==> src/verilog/psei_pkg.sv <==
// Purpose: Shared constants and types for the power-management status and event block.
// Assumes: One 40 MHz logic clock, synchronous active-high reset.
// Notes: Offsets are within-page byte addresses seen by the serial front ends.
`default_nettype none
package psei_pkg;
    // Host control ports: the 4-wire port and the two 2-wire ports.
    localparam int NUM_PORTS = 3;
    // Register offsets inside a page.
    localparam logic [6:0] OFS_BANK = 7'h00;
    localparam logic [7:0] OFS_LIVE_A = 8'h01;
    localparam logic [7:0] OFS_LEVELS_LO = 8'h02;
    localparam logic [7:0] OFS_LEVELS_HI = 8'h03;
    localparam logic [7:0] OFS_REG_LIMIT = 8'h04;
    localparam logic [7:0] OFS_CAUSE_LOG = 8'h05;
    localparam logic [7:0] OFS_EVENT_CORE = 8'h06;
    // Bank-select layout and reset value.
    localparam int BANK_RETURN_BIT = 7;
    localparam int BANK_WMODE_BIT = 6;
    localparam logic [2:0] PAGE_0 = 3'h0;
    localparam logic [7:0] BANK_RESET = 8'h00;
    // Shutdown-cause log bit positions.
    localparam int LOG_WAIT = 7;
    localparam int LOG_PIN = 6;
    localparam int LOG_KEY = 5;
    localparam int LOG_HEAT = 4;
    localparam int LOG_START_UV = 3;
    localparam int LOG_UV = 2;
    localparam int LOG_COLD = 1;
    localparam int LOG_WDOG = 0;
    localparam int LOG_W = 8;
    // Core event register: five latched bits under three summary bits.
    localparam int EVENT_W = 5;
    localparam logic [EVENT_W-1:0] EVENT_RESET = 5'h00;
    localparam logic [LOG_W-1:0] LOG_RESET = 8'h00;
    // Start-up under-voltage window.
    localparam int unsigned CLK_HZ = 40_000_000;
    localparam int unsigned START_WINDOW_S = 16;
    localparam int unsigned START_WINDOW_CYCLES = START_WINDOW_S * CLK_HZ;
    localparam int CNT_W = 30;

    // One register access from a serial front end; done marks the end of the transaction.
    typedef struct packed {
        logic valid;
        logic write;
        logic [7:0] addr;
        logic [7:0] wdata;
        logic done;
    } psei_access_t;

    // Monitored live signals.
    typedef struct packed {
        logic low_rail_comparator;
        logic voltage_ramp_active;
        logic charger_wake_input;
        logic power_button_n;
        logic [15:0] general_input;
        logic [2:0] analog_mode;
        logic [2:0] analog_input_high;
        logic [4:0] regulator_overcurrent;
    } psei_live_t;

    // Power-down and start-up causes, one-cycle pulses.
    typedef struct packed {
        logic wait_timeout;
        logic pin_forced_poweroff;
        logic long_key_press;
        logic junction_overheat;
        logic supply_undervoltage;
        logic cold_start;
        logic watchdog_violation;
    } psei_cause_t;

    // Top-level state.
    typedef struct packed {
        logic [NUM_PORTS-1:0][7:0] rdata;
        logic irq_n;
        logic irq_hold;
        logic button_prev;
        logic [CNT_W-1:0] active_cnt;
    } psei_top_state_t;
endpackage
`default_nettype wire

==> src/verilog/psei_bank_select.sv <==
// Purpose: Bank-select register of one host control port.
// Assumes: Access strobes come from that port's serial front end.
// Notes: Reachable at offset 0x00 of every page.
`timescale 1ns/1ps
`default_nettype none
module psei_bank_select (
    // Clock and reset.
    input wire logic clk_sys_in,
    input wire logic rst_in,
    // Port access.
    input wire psei_pkg::psei_access_t access_in,
    // Register value.
    output logic [7:0] bank_out
);
    import psei_pkg::*;

    typedef struct packed {
        logic [7:0] bank;
    } psei_bank_state_t;

    psei_bank_state_t q, d;
    logic sel;

    // Low seven address bits decide, so both page bases alias here.
    assign sel = access_in.valid && access_in.write && access_in.addr[6:0] == OFS_BANK;

    // Auto-return acts once the transaction ends, after any write in it.
    always_comb begin
        d = q;
        if (sel) begin
            d.bank = access_in.wdata;
        end
        if (access_in.done && d.bank[BANK_RETURN_BIT]) begin
            d.bank[2:0] = PAGE_0;
        end
    end

    always_ff @(posedge clk_sys_in) begin
        if (rst_in) begin
            q <= '{bank: BANK_RESET};
        end else begin
            q <= d;
        end
    end

    assign bank_out = q.bank;
endmodule // psei_bank_select
`default_nettype wire

==> src/verilog/psei_status_event.sv <==
// Purpose: Bank selects, live status view, shutdown-cause log and core event register
//          with interrupt request generation.
// Assumes: Serial front ends deliver decoded byte accesses; all inputs are synchronous.
// Notes: Read data is captured one cycle after the read request.
//
// Behaviour
// - Bank select sits at offset 0x00 of every page, so 0x00 and 0x80.
// - Each host port owns its own bank select register.
// - Page field 000/001/010 selects the three register pages; 011 is test.
// - With auto-return set, page returns to zero when the access ends.
// - Bit 6 chooses page (0) or repeated (1) multiple-write mode.
// - Status reads give the live signal values with source polarity, except the button bit, which is inverted.
// - Status 0x01 shows comparator, ramping and charger wake level.
// - Status 0x01 bit 0 is high while the power button is held low.
// - Status 0x02/0x03 show general inputs; analog inputs show high threshold.
// - Status 0x04 bits 7:3 show regulator over-current limits.
// - Log 0x05 records the power-down cause bits.
// - Log bit 3 marks under-voltage before or within 16 s of active mode.
// - Log bit 1 marks a start from no-power or delivery state.
// - An event bit sets whenever its monitored signal changes.
// - Any unmasked set event asserts the interrupt request.
// - Request stays inactive during power-up and until events are cleared.
// - Events arriving during a clear are held and posted afterwards.
// - Event 0x06 bits 7:5 summarise the second to fourth event registers.
// - Event 0x06 bits 4:0 latch sequencer, ADC, tick, alarm, button.
// - Request releases once no unmasked core event is set and no other event register requests.
// - A mask blocks the request but the event is still recorded.
`timescale 1ns/1ps
`default_nettype none
module psei_status_event #(
    parameter int unsigned START_WINDOW_CYCLES = psei_pkg::START_WINDOW_CYCLES
) (
    // Clock and reset.
    input wire logic clk_sys_in,
    input wire logic rst_in,
    // Host register accesses, one per control port.
    input wire psei_pkg::psei_access_t [psei_pkg::NUM_PORTS-1:0] host_access_in,
    output logic [psei_pkg::NUM_PORTS-1:0][7:0] rdata_out,
    output logic [psei_pkg::NUM_PORTS-1:0] write_mode_out,
    output logic [psei_pkg::NUM_PORTS-1:0][2:0] page_out,
    // Monitored signals and causes.
    input wire psei_pkg::psei_live_t live_in,
    input wire psei_pkg::psei_cause_t cause_in,
    input wire logic active_mode_in,
    input wire logic powerup_seq_in,
    // Event sources of the core register.
    input wire logic sequencer_done_event_in,
    input wire logic adc_ready_event_in,
    input wire logic rtc_tick_event_in,
    input wire logic rtc_alarm_event_in,
    // Other event registers and mask.
    input wire logic [2:0] other_events_set_in,
    input wire logic other_irq_pending_in,
    input wire logic [psei_pkg::EVENT_W-1:0] event_mask_in,
    // Interrupt request.
    output logic interrupt_request_n_out
);
    import psei_pkg::*;

    psei_top_state_t q, d;
    logic [NUM_PORTS-1:0][7:0] bank;
    logic [EVENT_W-1:0] event_flags;
    logic [EVENT_W-1:0] event_set;
    logic [EVENT_W-1:0] event_clr_mask;
    logic [LOG_W-1:0] log_flags;
    logic [LOG_W-1:0] log_set;
    logic [LOG_W-1:0] log_clr_mask;
    logic event_clr;
    logic log_clr;
    logic in_start_window;
    logic pending;
    logic [7:0] summary;

    // One bank select per port, so a page change on one port leaves the others alone.
    for (genvar p = 0; p < NUM_PORTS; p++) begin : g_bank
        psei_bank_select u_bank (
            .clk_sys_in(clk_sys_in),
            .rst_in(rst_in),
            .access_in(host_access_in[p]),
            .bank_out(bank[p])
        );
        assign write_mode_out[p] = bank[p][BANK_WMODE_BIT];
        assign page_out[p] = bank[p][2:0];
    end

    // True when the access hits a page-0 register at the given offset.
    function automatic logic hit(input psei_access_t acc, input logic [7:0] pg_bank,
                                 input logic [7:0] ofs);
        hit = acc.valid && pg_bank[2:0] == PAGE_0 && acc.addr == ofs;
    endfunction

    // Summary bits cascade so software can find the lowest register needing service.
    assign summary = {|other_events_set_in, |other_events_set_in[1:0],
                      other_events_set_in[0], 5'h00};

    // Read decode; status fields come straight from the live inputs.
    function automatic logic [7:0] read_reg(input logic [7:0] addr, input logic [7:0] pg_bank);
        logic [7:0] gi_lo;
        gi_lo = live_in.general_input[7:0];
        for (int i = 0; i < 3; i++) begin
            if (live_in.analog_mode[i]) begin
                gi_lo[i] = live_in.analog_input_high[i];
            end
        end
        read_reg = 8'h00;
        if (addr[6:0] == OFS_BANK) begin
            read_reg = pg_bank;
        end else if (pg_bank[2:0] == PAGE_0) begin
            unique case (addr)
                OFS_LIVE_A: read_reg = {4'h0, live_in.low_rail_comparator,
                    live_in.voltage_ramp_active, live_in.charger_wake_input,
                    !live_in.power_button_n};
                OFS_LEVELS_LO: read_reg = gi_lo;
                OFS_LEVELS_HI: read_reg = live_in.general_input[15:8];
                OFS_REG_LIMIT: read_reg = {live_in.regulator_overcurrent, 3'h0};
                OFS_CAUSE_LOG: read_reg = log_flags;
                OFS_EVENT_CORE: read_reg = summary | {3'h0, event_flags};
                default: read_reg = 8'h00;
            endcase
        end
    endfunction

    // Write-back clears from any port are merged; the host only writes what it read.
    always_comb begin
        event_clr = 1'b0;
        log_clr = 1'b0;
        event_clr_mask = '0;
        log_clr_mask = '0;
        for (int p = 0; p < NUM_PORTS; p++) begin
            if (host_access_in[p].write && hit(host_access_in[p], bank[p], OFS_EVENT_CORE)) begin
                event_clr = 1'b1;
                event_clr_mask = event_clr_mask | host_access_in[p].wdata[EVENT_W-1:0];
            end
            if (host_access_in[p].write && hit(host_access_in[p], bank[p], OFS_CAUSE_LOG)) begin
                log_clr = 1'b1;
                log_clr_mask = log_clr_mask | host_access_in[p].wdata;
            end
        end
    end

    // Under-voltage counts as a start-up failure outside active mode or early in it.
    assign in_start_window = !active_mode_in || q.active_cnt < CNT_W'(START_WINDOW_CYCLES);

    // Log sources in bit order.
    always_comb begin
        log_set = '0;
        log_set[LOG_WAIT] = cause_in.wait_timeout;
        log_set[LOG_PIN] = cause_in.pin_forced_poweroff;
        log_set[LOG_KEY] = cause_in.long_key_press;
        log_set[LOG_HEAT] = cause_in.junction_overheat;
        log_set[LOG_START_UV] = cause_in.supply_undervoltage && in_start_window;
        log_set[LOG_UV] = cause_in.supply_undervoltage;
        log_set[LOG_COLD] = cause_in.cold_start;
        log_set[LOG_WDOG] = cause_in.watchdog_violation;
    end

    // Button events on either edge of the pin; other sources are pulses.
    assign event_set = {sequencer_done_event_in, adc_ready_event_in, rtc_tick_event_in,
                        rtc_alarm_event_in,
                        live_in.power_button_n ^ q.button_prev};

    psei_sticky_flags #(.W(LOG_W), .RESET_VAL(LOG_RESET)) u_log (
        .clk_sys_in(clk_sys_in),
        .rst_in(rst_in),
        .set_in(log_set),
        .clear_in(log_clr),
        .clear_mask_in(log_clr_mask),
        .flags_out(log_flags)
    );

    psei_sticky_flags #(.W(EVENT_W), .RESET_VAL(EVENT_RESET)) u_event (
        .clk_sys_in(clk_sys_in),
        .rst_in(rst_in),
        .set_in(event_set),
        .clear_in(event_clr),
        .clear_mask_in(event_clr_mask),
        .flags_out(event_flags)
    );

    // Masks gate the request only; the flags above record regardless.
    assign pending = |(event_flags & ~event_mask_in) || other_irq_pending_in;

    // Next state: read capture, start window count, request hold and output.
    always_comb begin
        d = q;
        for (int p = 0; p < NUM_PORTS; p++) begin
            if (host_access_in[p].valid && !host_access_in[p].write) begin
                d.rdata[p] = read_reg(host_access_in[p].addr, bank[p]);
            end
        end
        d.button_prev = live_in.power_button_n;
        if (!active_mode_in) begin
            d.active_cnt = '0;
        end else if (q.active_cnt < CNT_W'(START_WINDOW_CYCLES)) begin
            d.active_cnt = q.active_cnt + CNT_W'(1);
        end
        // The hold survives power-up until every event register reads clear.
        if (powerup_seq_in) begin
            d.irq_hold = 1'b1;
        end else if (event_flags == '0 && other_events_set_in == '0) begin
            d.irq_hold = 1'b0;
        end
        d.irq_n = !(pending && !d.irq_hold);
    end

    always_ff @(posedge clk_sys_in) begin
        if (rst_in) begin
            q <= '{rdata: '0, irq_n: 1'b1, irq_hold: 1'b1, button_prev: 1'b1, active_cnt: '0};
        end else begin
            q <= d;
        end
    end

    assign rdata_out = q.rdata;
    assign interrupt_request_n_out = q.irq_n;
endmodule // psei_status_event
`default_nettype wire

==> src/verilog/psei_sticky_flags.sv <==
// Purpose: Sticky flag register with write-one-to-clear and hold-off of new sets.
// Assumes: clear_in is high during the clearing write cycle.
// Notes: Sets seen while clearing are posted one cycle later, never dropped.
`timescale 1ns/1ps
`default_nettype none
module psei_sticky_flags #(
    parameter int W = 8,
    parameter logic [W-1:0] RESET_VAL = '0
) (
    // Clock and reset.
    input wire logic clk_sys_in,
    input wire logic rst_in,
    // Sources and host clear.
    input wire logic [W-1:0] set_in,
    input wire logic clear_in,
    input wire logic [W-1:0] clear_mask_in,
    // Flags.
    output logic [W-1:0] flags_out
);
    import psei_pkg::*;

    typedef struct packed {
        logic [W-1:0] flags;
        logic [W-1:0] held;
    } psei_sticky_state_t;

    psei_sticky_state_t q, d;

    // A clear only touches bits written as one; new sets wait until it is over.
    always_comb begin
        d = q;
        if (clear_in) begin
            d.flags = q.flags & ~clear_mask_in;
            d.held = q.held | set_in;
        end else begin
            d.flags = q.flags | set_in | q.held;
            d.held = '0;
        end
    end

    always_ff @(posedge clk_sys_in) begin
        if (rst_in) begin
            q <= '{flags: RESET_VAL, held: RESET_VAL};
        end else begin
            q <= d;
        end
    end

    assign flags_out = q.flags;
endmodule // psei_sticky_flags
`default_nettype wire
==> config.mk <==
export PLATFORM = sky130hd
export DESIGN_NAME = psei_status_event
export DESIGN_NICKNAME = d
export VERILOG_FILES = /design/src/verilog/psei_pkg.sv /design/src/verilog/psei_bank_select.sv /design/src/verilog/psei_status_event.sv /design/src/verilog/psei_sticky_flags.sv
export SDC_FILE = /design/constraint.sdc
export NUM_CORES = 1
export LEC_CHECK = 0
export CORE_ASPECT_RATIO = 1.25
export CORE_MARGIN = 1
export CORE_UTILIZATION = 35
export DETAILED_ROUTE_END_ITERATION = 10
export DONT_BUFFER_PORTS = 1
export PLACE_DENSITY = 0.47
export SYNTH_ARGS = -nofsm -noshare
export SYNTH_HDL_FRONTEND = slang
export SYNTH_HIERARCHICAL = 1
export SYNTH_SLANG_ARGS = --single-unit
==> constraint.sdc <==
create_clock -name clk_sys_in -period 6.4 [get_ports clk_sys_in]
set_clock_uncertainty 0.05 [all_clocks]
set_input_delay 1.92 -clock clk_sys_in [delete_from_list [all_inputs] [get_ports clk_sys_in]]
set_output_delay 1.92 -clock clk_sys_in [all_outputs]
set_load 0.02 [all_outputs]
==> results of run 1 <==
## placed cells by master, fill, tap and decap left out, types with 6 or more instances in the layout
master	synthesis	routed
sky130_fd_sc_hd__a211oi_1	25	25
sky130_fd_sc_hd__a22oi_1	17	17
sky130_fd_sc_hd__dfxtp_1	107	107
sky130_fd_sc_hd__nand3_1	17	17
sky130_fd_sc_hd__or4_1	9	9
sky130_fd_sc_hd__nor4_1	8	8
sky130_fd_sc_hd__nand2b_1	14	14
sky130_fd_sc_hd__nor2_2	11	11
sky130_fd_sc_hd__a221oi_1	13	13
sky130_fd_sc_hd__nand4_1	16	16
sky130_fd_sc_hd__and3_1	9	9
sky130_fd_sc_hd__clkbuf_16	0	9
sky130_fd_sc_hd__nor3_1	31	31
sky130_fd_sc_hd__xnor2_1	8	8
sky130_fd_sc_hd__and2_1	22	22
sky130_fd_sc_hd__nand2_1	29	29
sky130_fd_sc_hd__or3_1	15	15
sky130_fd_sc_hd__a221o_1	14	14
sky130_fd_sc_hd__mux2i_1	41	41
sky130_fd_sc_hd__a2111oi_2	11	11
sky130_fd_sc_hd__o211ai_1	6	6
sky130_fd_sc_hd__a2bb2oi_1	7	7
sky130_fd_sc_hd__o21ai_0	24	24
sky130_fd_sc_hd__a21oi_1	42	42
sky130_fd_sc_hd__inv_1	10	10
sky130_fd_sc_hd__nor2b_1	26	26
sky130_fd_sc_hd__nor2_1	79	79
sky130_fd_sc_hd__a21o_1	6	6
## power by group through the flow
stage	registers (W)	logic, W	clock network, W
floorplan	0.000700	0.000131	0
finish	0.000707	0.000114	0.000559
global placement	0.000722	0.000112	0
global route	0.000708	0.000125	0.000605
detailed placement	0.000722	0.000114	0
CTS	0.000706	0.000114	0.000577
## worst reg2reg max path: cells and delay by family, from the launching register on
kind,cells,cell delay [ns]
DFF,1,0.42
and+or+nand+nor,6,2.53
## metal layers
metal  part of all wire (%)  GRT usage (%)
met5                      0              0
met4                    2.7           8.72
met3                    7.3           5.33
met2                     50           40.1
met1                     40           27.1
## cell families after synthesis
group	share of synthesized area [%]
buffers and inverters	7.06
adders and majority gates	0.187
xor gates and xnor gates	1.44
AOI/OAI and AO/OA	23.9
DFF	32.0
muxes	7.97
and+or+nand+nor	27.5
## registers in the layout, summed over array words and instances (netlist names)
signal,flops
u_event/flags_out,5
interrupt_request_n_out,1
q,32
g_bank.u_bank/bank_out,24
u_log/flags_out,8
u_event/q,5
u_log/q,8
rdata_out,24
## stage by stage
step | setup slack (ns) | cell area (sq um) | utilization, % | total power [W] | hold slack, ns
floorplan | 2.52 | 6700 | - | 0.000832 | 0.384
global placement | 1.48 | 6590 | 35.1 | 0.000834 | 0.396
detailed placement | 1.28 | 6590 | 35.1 | 0.000836 | 0.405
CTS | 1.67 | 6870 | 36.6 | 0.00140 | 0.418
global route | 1.39 | 6870 | 36.6 | 0.00144 | 0.429
finish | 1.64 | 6870 | 36.6 | 0.00138 | 0.415
## worst paths after layout
kind	from	to	slack (ns)
hold / removal	q[31]	q[31]	0.41
setup / recovery	host_access_in[50]	u_log/q[2]	1.64
setup reg to reg	g_bank[2].u_bank/bank_out[0]	u_log/q[2]	3.33
hold reg to reg	q[31]	q[31]	0.41
## area by class of cell
type,count,share of cell area [%]
clock inverters,7,0.874
inverters,10,0.546
clock buffers,9,3.28
multi-input cells,593,59.5
flip-flops and latches,107,31.2
repair buffers,4,0.437
well taps,232,4.23
==> qor.json, run 1 <==
{
  "routing": {
    "routed_wirelength_um": 22500,
    "routed-via-count": 5949,
    "drt_pre_antenna_iters": 5,
    "drt_iter0_markers": 415,
    "antenna_left": 0,
    "drt_drc_violations_left": 0,
    "wl_per_cell_um": 23.4,
    "via_per_inst": 6.18
  },
  "clock_tree": {
    "cts_tree": "yes",
    "root_driver": "sky130_fd_sc_hd__clkbuf_16",
    "insertion_delay_ns": 0.36,
    "cts.repair_timing.setup_buffer_count": 0,
    "postCtsResizedCells": 0,
    "htreeDepth": 3,
    "ctsHoldBuffers": 0,
    "cts_buffers": 9,
    "ctsLongestPathBuffers": 2,
    "path_clk_slew_ns": 0.08,
    "clock-sinks": 107
  },
  "timing": {
    "max_freq_mhz": 210,
    "finalMaxSlewViolations": 0,
    "totalNegativeSetupSlack_ns": 0,
    "final_period_minus_worst_setup_slack_ns": 4.76,
    "tightest_slew_ns": 1.12,
    "grt_setup_unrepaired": "false",
    "slew_headroom_pct": 24.9,
    "final.period_utilization_pct": 74.4,
    "timing.final.setup_violations": 0,
    "finalHoldViolCount": 0
  },
  "worst_setup_path": {
    "worstSetupPathDepth": 7,
    "critical_path.top_delay_family": "simple AND/OR/NAND/NOR gates",
    "timing_worst_setup_path_type": "primary input to flop",
    "crit_slowest_cell": "sky130_fd_sc_hd__or3_1",
    "crit_path_end_kind": "flop",
    "critical-path-max-stage-delay_ns": 0.61,
    "path_max_fanout": 17,
    "rr_worst_depth": 6,
    "critical_path_required_ns": 6.65,
    "crit_arrival_ns": 5.01,
    "crit_chain": "or4_1 > nor2_1 > nand3_1 > nor2b_1 > or3_1 > nand2b_1 > nor2_2",
    "critical_path_buf_inv_count": 0,
    "critical_path.startpoint_type": "primary input"
  },
  "die": {
    "die_area_sq_um": 19700,
    "floorplan.initialDensity_pct": 35.7,
    "pin_count": 149,
    "placementRows": 56,
    "die_extent_in_y_um": 157,
    "floorplan.die.width_um": 126,
    "core_area_sq_um": 18800
  },
  "global_routing": {
    "grt_pass1_wl_um": 34100,
    "largest_net_degree_at_the_start_of_global_routing": 69,
    "remaining_overflow_grt": 0,
    "track_usage_pct": 22.9,
    "vias_in_the_first_global_route": 5720,
    "grt_antenna_before_repair": 0
  },
  "power": {
    "clkPwrFrac_pct": 40.5,
    "power.density_cell_area_nw_per_um2": 201,
    "share_comb_of_total_power_pct": 8.3,
    "p_switching_w": 0.000374,
    "switching_share_pct": 27.1,
    "leakagePower_nw": 2.40,
    "cellInternalPower_w": 0.00101,
    "vdd_drop_max_mv": 0.109,
    "seq_power_share_pct": 51.2
  },
  "finish": {
    "seqCellArea_sq_um": 2140,
    "share_of_cells_above_drive_strength_1_pct": 9.45,
    "antenna-diode-count": 0,
    "multiInputGateArea_sq_um": 4090,
    "p_r_area_growth_vs_syn_pct": 2.54,
    "finish.cell_count_without_fillers": 962,
    "final_net_count": 838,
    "num-fill-cells": 1959
  },
  "synth": {
    "synth.cells.most_frequent": "107 x sky130_fd_sc_hd__dfxtp_1, 79 x sky130_fd_sc_hd__nor2_1, 42 x sky130_fd_sc_hd__a21oi_1, 41 x sky130_fd_sc_hd__mux2i_1, 38 x sky130_fd_sc_hd__buf_4",
    "ys_seq_area_share_pct": 32.0,
    "synth_edf_count": 0,
    "synth_nets": 897,
    "synth_warnings": 6,
    "yosysTopAreaCell": "sky130_fd_sc_hd__dfxtp_1",
    "post-synth-top-area-fraction_pct": 32.0,
    "synth_cells": 784,
    "synthMostInstantiatedCell": "sky130_fd_sc_hd__dfxtp_1",
    "synth_flop_type": "sky130_fd_sc_hd__dfxtp_1",
    "synthTopCellsByArea": "sky130_fd_sc_hd__dfxtp_1 32%, sky130_fd_sc_hd__mux2i_1 6.1%, sky130_fd_sc_hd__nor2_1 4.4%",
    "postSynth.asyncResetShare_pct": 0,
    "synth_seq_cells": 107,
    "area_of_the_mapped_netlist_sq_um": 6700,
    "ys_types": 71,
    "post_synth.cell_area_avg_sq_um": 8.55
  },
  "min_path": {
    "worst_hold_path.num_cells": 1,
    "tightest_hold_check_type": "flop to flop"
  },
  "outcome": {
    "status": "complete, no violations"
  },
  "placement": {
    "gp_congestion": 0.956,
    "dp_hpwl_um": 17500,
    "io_buffer_count": 0,
    "numPlacedInstances": 946
  },
  "job": {
    "cap_violations": 0
  }
}
Note: power is estimated with default switching activity, not from simulation.
==> run 2, diff against run 1 <==
==> constraint.sdc (replaced) <==
create_clock -name clk_sys_in -period 4.75 [get_ports clk_sys_in]
set_clock_uncertainty 0.05 [all_clocks]
set_input_delay 1.425 -clock clk_sys_in [delete_from_list [all_inputs] [get_ports clk_sys_in]]
set_output_delay 1.425 -clock clk_sys_in [all_outputs]
set_load 0.02 [all_outputs]
==> qor.json, run 2 (synthesized netlist as in run 1, its figures left out) <==
{
  "outcome": {
    "status": "complete, no violations"
  },
  "routing": {
    "top_layer": "met4",
    "drt_drc_violations_left": 0,
    "route.met2.wl_um": 11200,
    "routed_wirelength_um": 22600,
    "detailroute.wirelength.met3_um": 1640,
    "antenna_left": 0,
    "routed-via-count": 5939,
    "via_per_inst": 6.14,
    "drt_pre_antenna_iters": 5,
    "drt_iter0_markers": 439,
    "met1_length_um": 9090,
    "wl_per_cell_um": 23.4
  },
  "worst_setup_path": {
    "rr_worst_depth": 7,
    "reg2reg_setup_slack_ns": 1.92,
    "path_max_fanout": 17,
    "crit_arrival_ns": 3.90,
    "critical_path.startpoint_type": "primary input",
    "timing_worst_setup_path_type": "primary input to flop",
    "critical_path_required_ns": 4.99,
    "critical_path.reg2reg.startpoint": "g_bank[2].u_bank/bank_out[0]",
    "reg_to_reg_end": "u_log/q[6]",
    "crit_path_end_kind": "flop"
  },
  "power": {
    "seq_power_share_pct": 51.7,
    "vdd_drop_max_mv": 0.162,
    "share_comb_of_total_power_pct": 8.4,
    "leakagePower_nw": 2.43,
    "clkPwrFrac_pct": 39.9,
    "p_switching_w": 0.000476,
    "cellInternalPower_w": 0.00137,
    "switching_share_pct": 25.8,
    "power.density_cell_area_nw_per_um2": 267
  },
  "timing": {
    "slew_headroom_pct": 37.8,
    "finalMaxSlewViolations": 0,
    "final_period_minus_worst_setup_slack_ns": 3.65,
    "grt_setup_unrepaired": "false",
    "finalHoldViolCount": 0,
    "timing.final.setup_violations": 0,
    "totalNegativeSetupSlack_ns": 0,
    "max_freq_mhz": 274,
    "tightest_slew_ns": 0.920,
    "final.period_utilization_pct": 76.9,
    "final.setup.worst_slack_ns": 1.10
  },
  "finish": {
    "seqCellArea_sq_um": 2140,
    "layout_common_cells": "107 x sky130_fd_sc_hd__dfxtp_1, 79 x sky130_fd_sc_hd__nor2_1, 42 x sky130_fd_sc_hd__a21oi_1",
    "p_r_area_growth_vs_syn_pct": 3.14,
    "antenna-diode-count": 0,
    "final_net_count": 843,
    "final_design_area_no_fill_sq_um": 6910,
    "regMostFlops": "q",
    "num-fill-cells": 1957,
    "layout.core_utilization_pct": 36.8,
    "share_of_cells_above_drive_strength_1_pct": 10.1,
    "largest_register_ff_count": 32,
    "multiInputGateArea_sq_um": 4090,
    "most_common_library_cell_in_the_layout_ignoring_fill_and_taps": "sky130_fd_sc_hd__dfxtp_1"
  },
  "die": {
    "die_extent_in_y_um": 157,
    "die_area_sq_um": 19700,
    "core_area_sq_um": 18800,
    "pin_count": 149,
    "placementRows": 56,
    "floorplan.initialDensity_pct": 35.7,
    "floorplan.die.width_um": 126
  },
  "placement": {
    "postPlaceCellArea_sq_um": 6620,
    "io_buffer_count": 0,
    "gp_congestion": 0.917,
    "dpl_worst_slack_ns": 0.737,
    "dp_hpwl_um": 17700
  },
  "clock_tree": {
    "path_clk_slew_ns": 0.07,
    "cts_tree": "yes",
    "cts_buffers": 9,
    "htreeDepth": 3,
    "ctsHoldBuffers": 0,
    "cts.repair_timing.setup_buffer_count": 0,
    "ctsLongestPathBuffers": 2,
    "insertion_delay_ns": 0.35,
    "postCtsResizedCells": 0,
    "root_driver": "sky130_fd_sc_hd__clkbuf_16",
    "clock-sinks": 107
  },
  "global_routing": {
    "largest_net_degree_at_the_start_of_global_routing": 69,
    "remaining_overflow_grt": 0,
    "vias_in_the_first_global_route": 5889,
    "track_usage_pct": 22.8,
    "grt_antenna_before_repair": 0,
    "grt_pass1_wl_um": 33900
  },
  "min_path": {
    "min_delay_worst_endpoint": "u_log/q[0]",
    "hp-start": "u_log/q[0]",
    "tightest_hold_check_type": "flop to flop",
    "worst_hold_path.num_cells": 2
  },
  "job": {
    "cap_violations": 0
  }
}
-- run 2: changes by cell type in the layout (fill, tap and decap cells not counted), sizes merged --
cell / delta
buf: +5
clkbuf: +1
inv: -1
-- run 2: cell type report --
class | count | share of cell area, %
multi-input cells | 593 | 59.1
flip-flops and latches | 107 | 31.0
well taps | 232 | 4.20
clock buffers | 10 | 3.46
repair buffers | 9 | 0.978
clock inverters | 6 | 0.706
inverters | 10 | 0.543
-- run 2: power by group through the flow --
stage | logic (W) | registers (W) | clock network, W
floorplan | 0.000177 | 0.000944 | 0
global placement | 0.000152 | 0.000973 | 0
detailed placement | 0.000153 | 0.000974 | 0
CTS | 0.000154 | 0.000952 | 0.000766
global route | 0.000171 | 0.000955 | 0.000787
finish | 0.000155 | 0.000953 | 0.000734
-- run 2: per-layer routing --
| layer | global-route usage [%] | up-vias |
|---|---|---|
| met4 | 10.2 | 0 |
| met2 | 40.8 | 201 |
| li1 | - | 2831 |
| met1 | 25.5 | 2869 |
| met3 | 5.71 | 38 |
| met5 | 0 | - |
-- run 2: worst max-delay path by stage --
stage	slack [ns]	end	from
6_report	1.10	u_log/q[6]	host_access_in[50]
5_1_grt	0.85	u_log/q[2]	host_access_in[50]
4_1_cts	1.10	u_log/q[3]	host_access_in[50]
3_5_place_dp	0.74	u_log/q[3]	host_access_in[50]
3_3_place_gp	0.83	u_log/q[2]	host_access_in[50]
2_1_floorplan	1.36	u_log/flags_out[6]	host_access_in[50]
-- run 2: per-stage QoR --
| step | power, W | instances | hold slack [ns] |
|---|---|---|---|
| 2_1_floorplan | 0.00112 | 784 | 0.384 |
| 3_3_place_gp | 0.00112 | 951 | 0.394 |
| 3_5_place_dp | 0.00113 | 951 | 0.400 |
| 4_1_cts | 0.00187 | 967 | 0.419 |
| 5_1_grt | 0.00191 | 967 | 0.445 |
| 6_report | 0.00184 | 967 | 0.415 |
-- run 2: worst max-delay path, stage by stage --
cell and delay, ns:
sky130_fd_sc_hd__or4_1 0.59, sky130_fd_sc_hd__nor2_1 0.13, sky130_fd_sc_hd__buf_4 0.18, sky130_fd_sc_hd__nand3_1 0.10
sky130_fd_sc_hd__nor2b_1 0.16, sky130_fd_sc_hd__buf_4 0.17, sky130_fd_sc_hd__or3_1 0.53, sky130_fd_sc_hd__nand2b_1 0.42
sky130_fd_sc_hd__nor2_2 0.19
==> run 3, diff against run 2 <==
==> constraint.sdc (replaced) <==
create_clock -name clk_sys_in -period 3.43 [get_ports clk_sys_in]
set_clock_uncertainty 0.05 [all_clocks]
set_input_delay 1.029 -clock clk_sys_in [delete_from_list [all_inputs] [get_ports clk_sys_in]]
set_output_delay 1.029 -clock clk_sys_in [all_outputs]
set_load 0.02 [all_outputs]
==> qor.json, run 3 (synthesized netlist as in run 1, its figures left out) <==
{
  "outcome": {
    "status": "complete, no violations"
  },
  "worst_setup_path": {
    "crit_slowest_cell": "sky130_fd_sc_hd__or4_1",
    "critical_path.top_delay_family": "simple AND/OR/NAND/NOR gates",
    "critical_path.startpoint_type": "primary input",
    "critical-path-max-stage-delay_ns": 0.59,
    "critical_path_required_ns": 3.69,
    "crit_path_end_kind": "flop",
    "crit_arrival_ns": 3.11,
    "timing_worst_setup_path_type": "primary input to flop",
    "crit_chain": "or4_1 > nor2_1 > nand3_1 > nor2b_1 > or3_1 > nand2b_1 > nor2_2",
    "path_max_fanout": 15,
    "critical_path_buf_inv_count": 0
  },
  "power": {
    "seq_power_share_pct": 49.3,
    "power.density_cell_area_nw_per_um2": 381,
    "leakagePower_nw": 2.49,
    "cellInternalPower_w": 0.00196,
    "clkPwrFrac_pct": 42.5,
    "p_switching_w": 0.000712,
    "share_comb_of_total_power_pct": 8.1,
    "switching_share_pct": 26.7,
    "vdd_drop_max_mv": 0.214
  },
  "routing": {
    "drt_pre_antenna_iters": 5,
    "wl_per_cell_um": 23.4,
    "detailroute.wirelength.met3_um": 1720,
    "routed-via-count": 6035,
    "routed_wirelength_um": 22900,
    "drt_drc_violations_left": 0,
    "route.met2.wl_um": 11200,
    "via_per_inst": 6.18,
    "top_layer": "met4",
    "antenna_left": 0,
    "met1_length_um": 9260,
    "drt_iter0_markers": 395
  },
  "finish": {
    "regMostFlops": "q",
    "layout_common_cells": "107 x sky130_fd_sc_hd__dfxtp_1, 79 x sky130_fd_sc_hd__nor2_1, 42 x sky130_fd_sc_hd__a21oi_1",
    "most_common_library_cell_in_the_layout_ignoring_fill_and_taps": "sky130_fd_sc_hd__dfxtp_1",
    "p_r_area_growth_vs_syn_pct": 4.69,
    "share_of_cells_above_drive_strength_1_pct": 11.3,
    "final_net_count": 853,
    "antenna-diode-count": 0,
    "largest_register_ff_count": 32
  },
  "timing": {
    "max_freq_mhz": 350,
    "totalNegativeSetupSlack_ns": 0,
    "grt_setup_unrepaired": "false",
    "timing.final.setup_violations": 0,
    "final.period_utilization_pct": 83.3,
    "slew_headroom_pct": 40.6,
    "finalMaxSlewViolations": 0,
    "final_period_minus_worst_setup_slack_ns": 2.86,
    "final.setup.worst_slack_ns": 0.574,
    "tightest_slew_ns": 0.879,
    "finalHoldViolCount": 0
  },
  "clock_tree": {
    "postCtsResizedCells": 0,
    "cts.repair_timing.setup_buffer_count": 0,
    "cts_buffers": 9,
    "ctsLongestPathBuffers": 2,
    "ctsHoldBuffers": 0,
    "insertion_delay_ns": 0.37,
    "htreeDepth": 3,
    "path_clk_slew_ns": 0.08,
    "cts_tree": "yes",
    "root_driver": "sky130_fd_sc_hd__clkbuf_16",
    "clock-sinks": 107
  },
  "min_path": {
    "tightest_hold_check_type": "flop to flop"
  },
  "placement": {
    "dp_hpwl_um": 17800,
    "dpl_worst_slack_ns": 0.217,
    "io_buffer_count": 0,
    "gp_congestion": 0.939
  },
  "die": {
    "die_extent_in_y_um": 157,
    "floorplan.die.width_um": 126,
    "pin_count": 149,
    "core_area_sq_um": 18800,
    "floorplan.initialDensity_pct": 35.7,
    "die_area_sq_um": 19700,
    "placementRows": 56
  },
  "global_routing": {
    "grt_antenna_before_repair": 1,
    "grt_pass1_wl_um": 34600,
    "vias_in_the_first_global_route": 5963,
    "largest_net_degree_at_the_start_of_global_routing": 69,
    "track_usage_pct": 23.1,
    "remaining_overflow_grt": 0
  },
  "job": {
    "cap_violations": 0
  }
}
==> run 3: path summary, 6_finish.rpt <==
| path | from | to | slack, ns | cells after the start |
|---|---|---|---|---|
| max | host_access_in[50] | u_log/q[3] | 0.57 | 7 |
| min | u_log/q[0] | u_log/q[0] | 0.42 | 2 |
| max reg2reg | q[22] | q[27] | 0.92 | 6 |
| min reg2reg | u_log/q[0] | u_log/q[0] | 0.42 | 2 |
==> run 3: final cells by class <==
type / instances / area [sq um]
sequential: 107 / 2140
timing repair buffer: 19 / 143
clock buffer: 9 / 225
fill: 1951 / 11800
clock inverter: 7 / 91.3
multi-input combinational: 593 / 4090
inverter: 10 / 37.5
tap: 232 / 290
==> run 3: metal layers <==
metal | vias to the layer above | track usage [%]
li1 | 2856 | -
met1 | 2909 | 26.4
met2 | 232 | 40.6
met3 | 38 | 6.26
met4 | 0 | 10.0
met5 | - | 0
==> run 3: worst reg2reg max path, delay by kind of cell (launching register included) <==
family / cells / cell delay [ns]
buffers and inverters: 1 / 0.18
AND/OR/NAND/NOR: 3 / 1.53
AO/OA/AOI/OAI: 2 / 0.34
flip-flops: 1 / 0.35
==> run 3: per-stage QoR <==
step                      power [W]  utilization (%)  cells  instance area [sq um]  hold slack [ns]
final                       0.00267             37.4    977                   7010            0.420
after global routing        0.00277             37.4    977                   7010            0.453
after CTS                   0.00270             37.4    977                   7010            0.424
after detailed placement    0.00156             35.7    961                   6700            0.406
after global placement      0.00156             35.7    961                   6700            0.393
after floorplan             0.00155                -    784                   6700            0.384
==> run 3: power groups by stage <==
stage	Combinational (W)	Clock, W	Sequential, W
after floorplan	0.000245	0	0.00131
after global placement	0.000215	0	0.00135
final	0.000217	0.00114	0.00132
after CTS	0.000217	0.00117	0.00132
after detailed placement	0.000216	0	0.00135
after global routing	0.000240	0.00121	0.00132
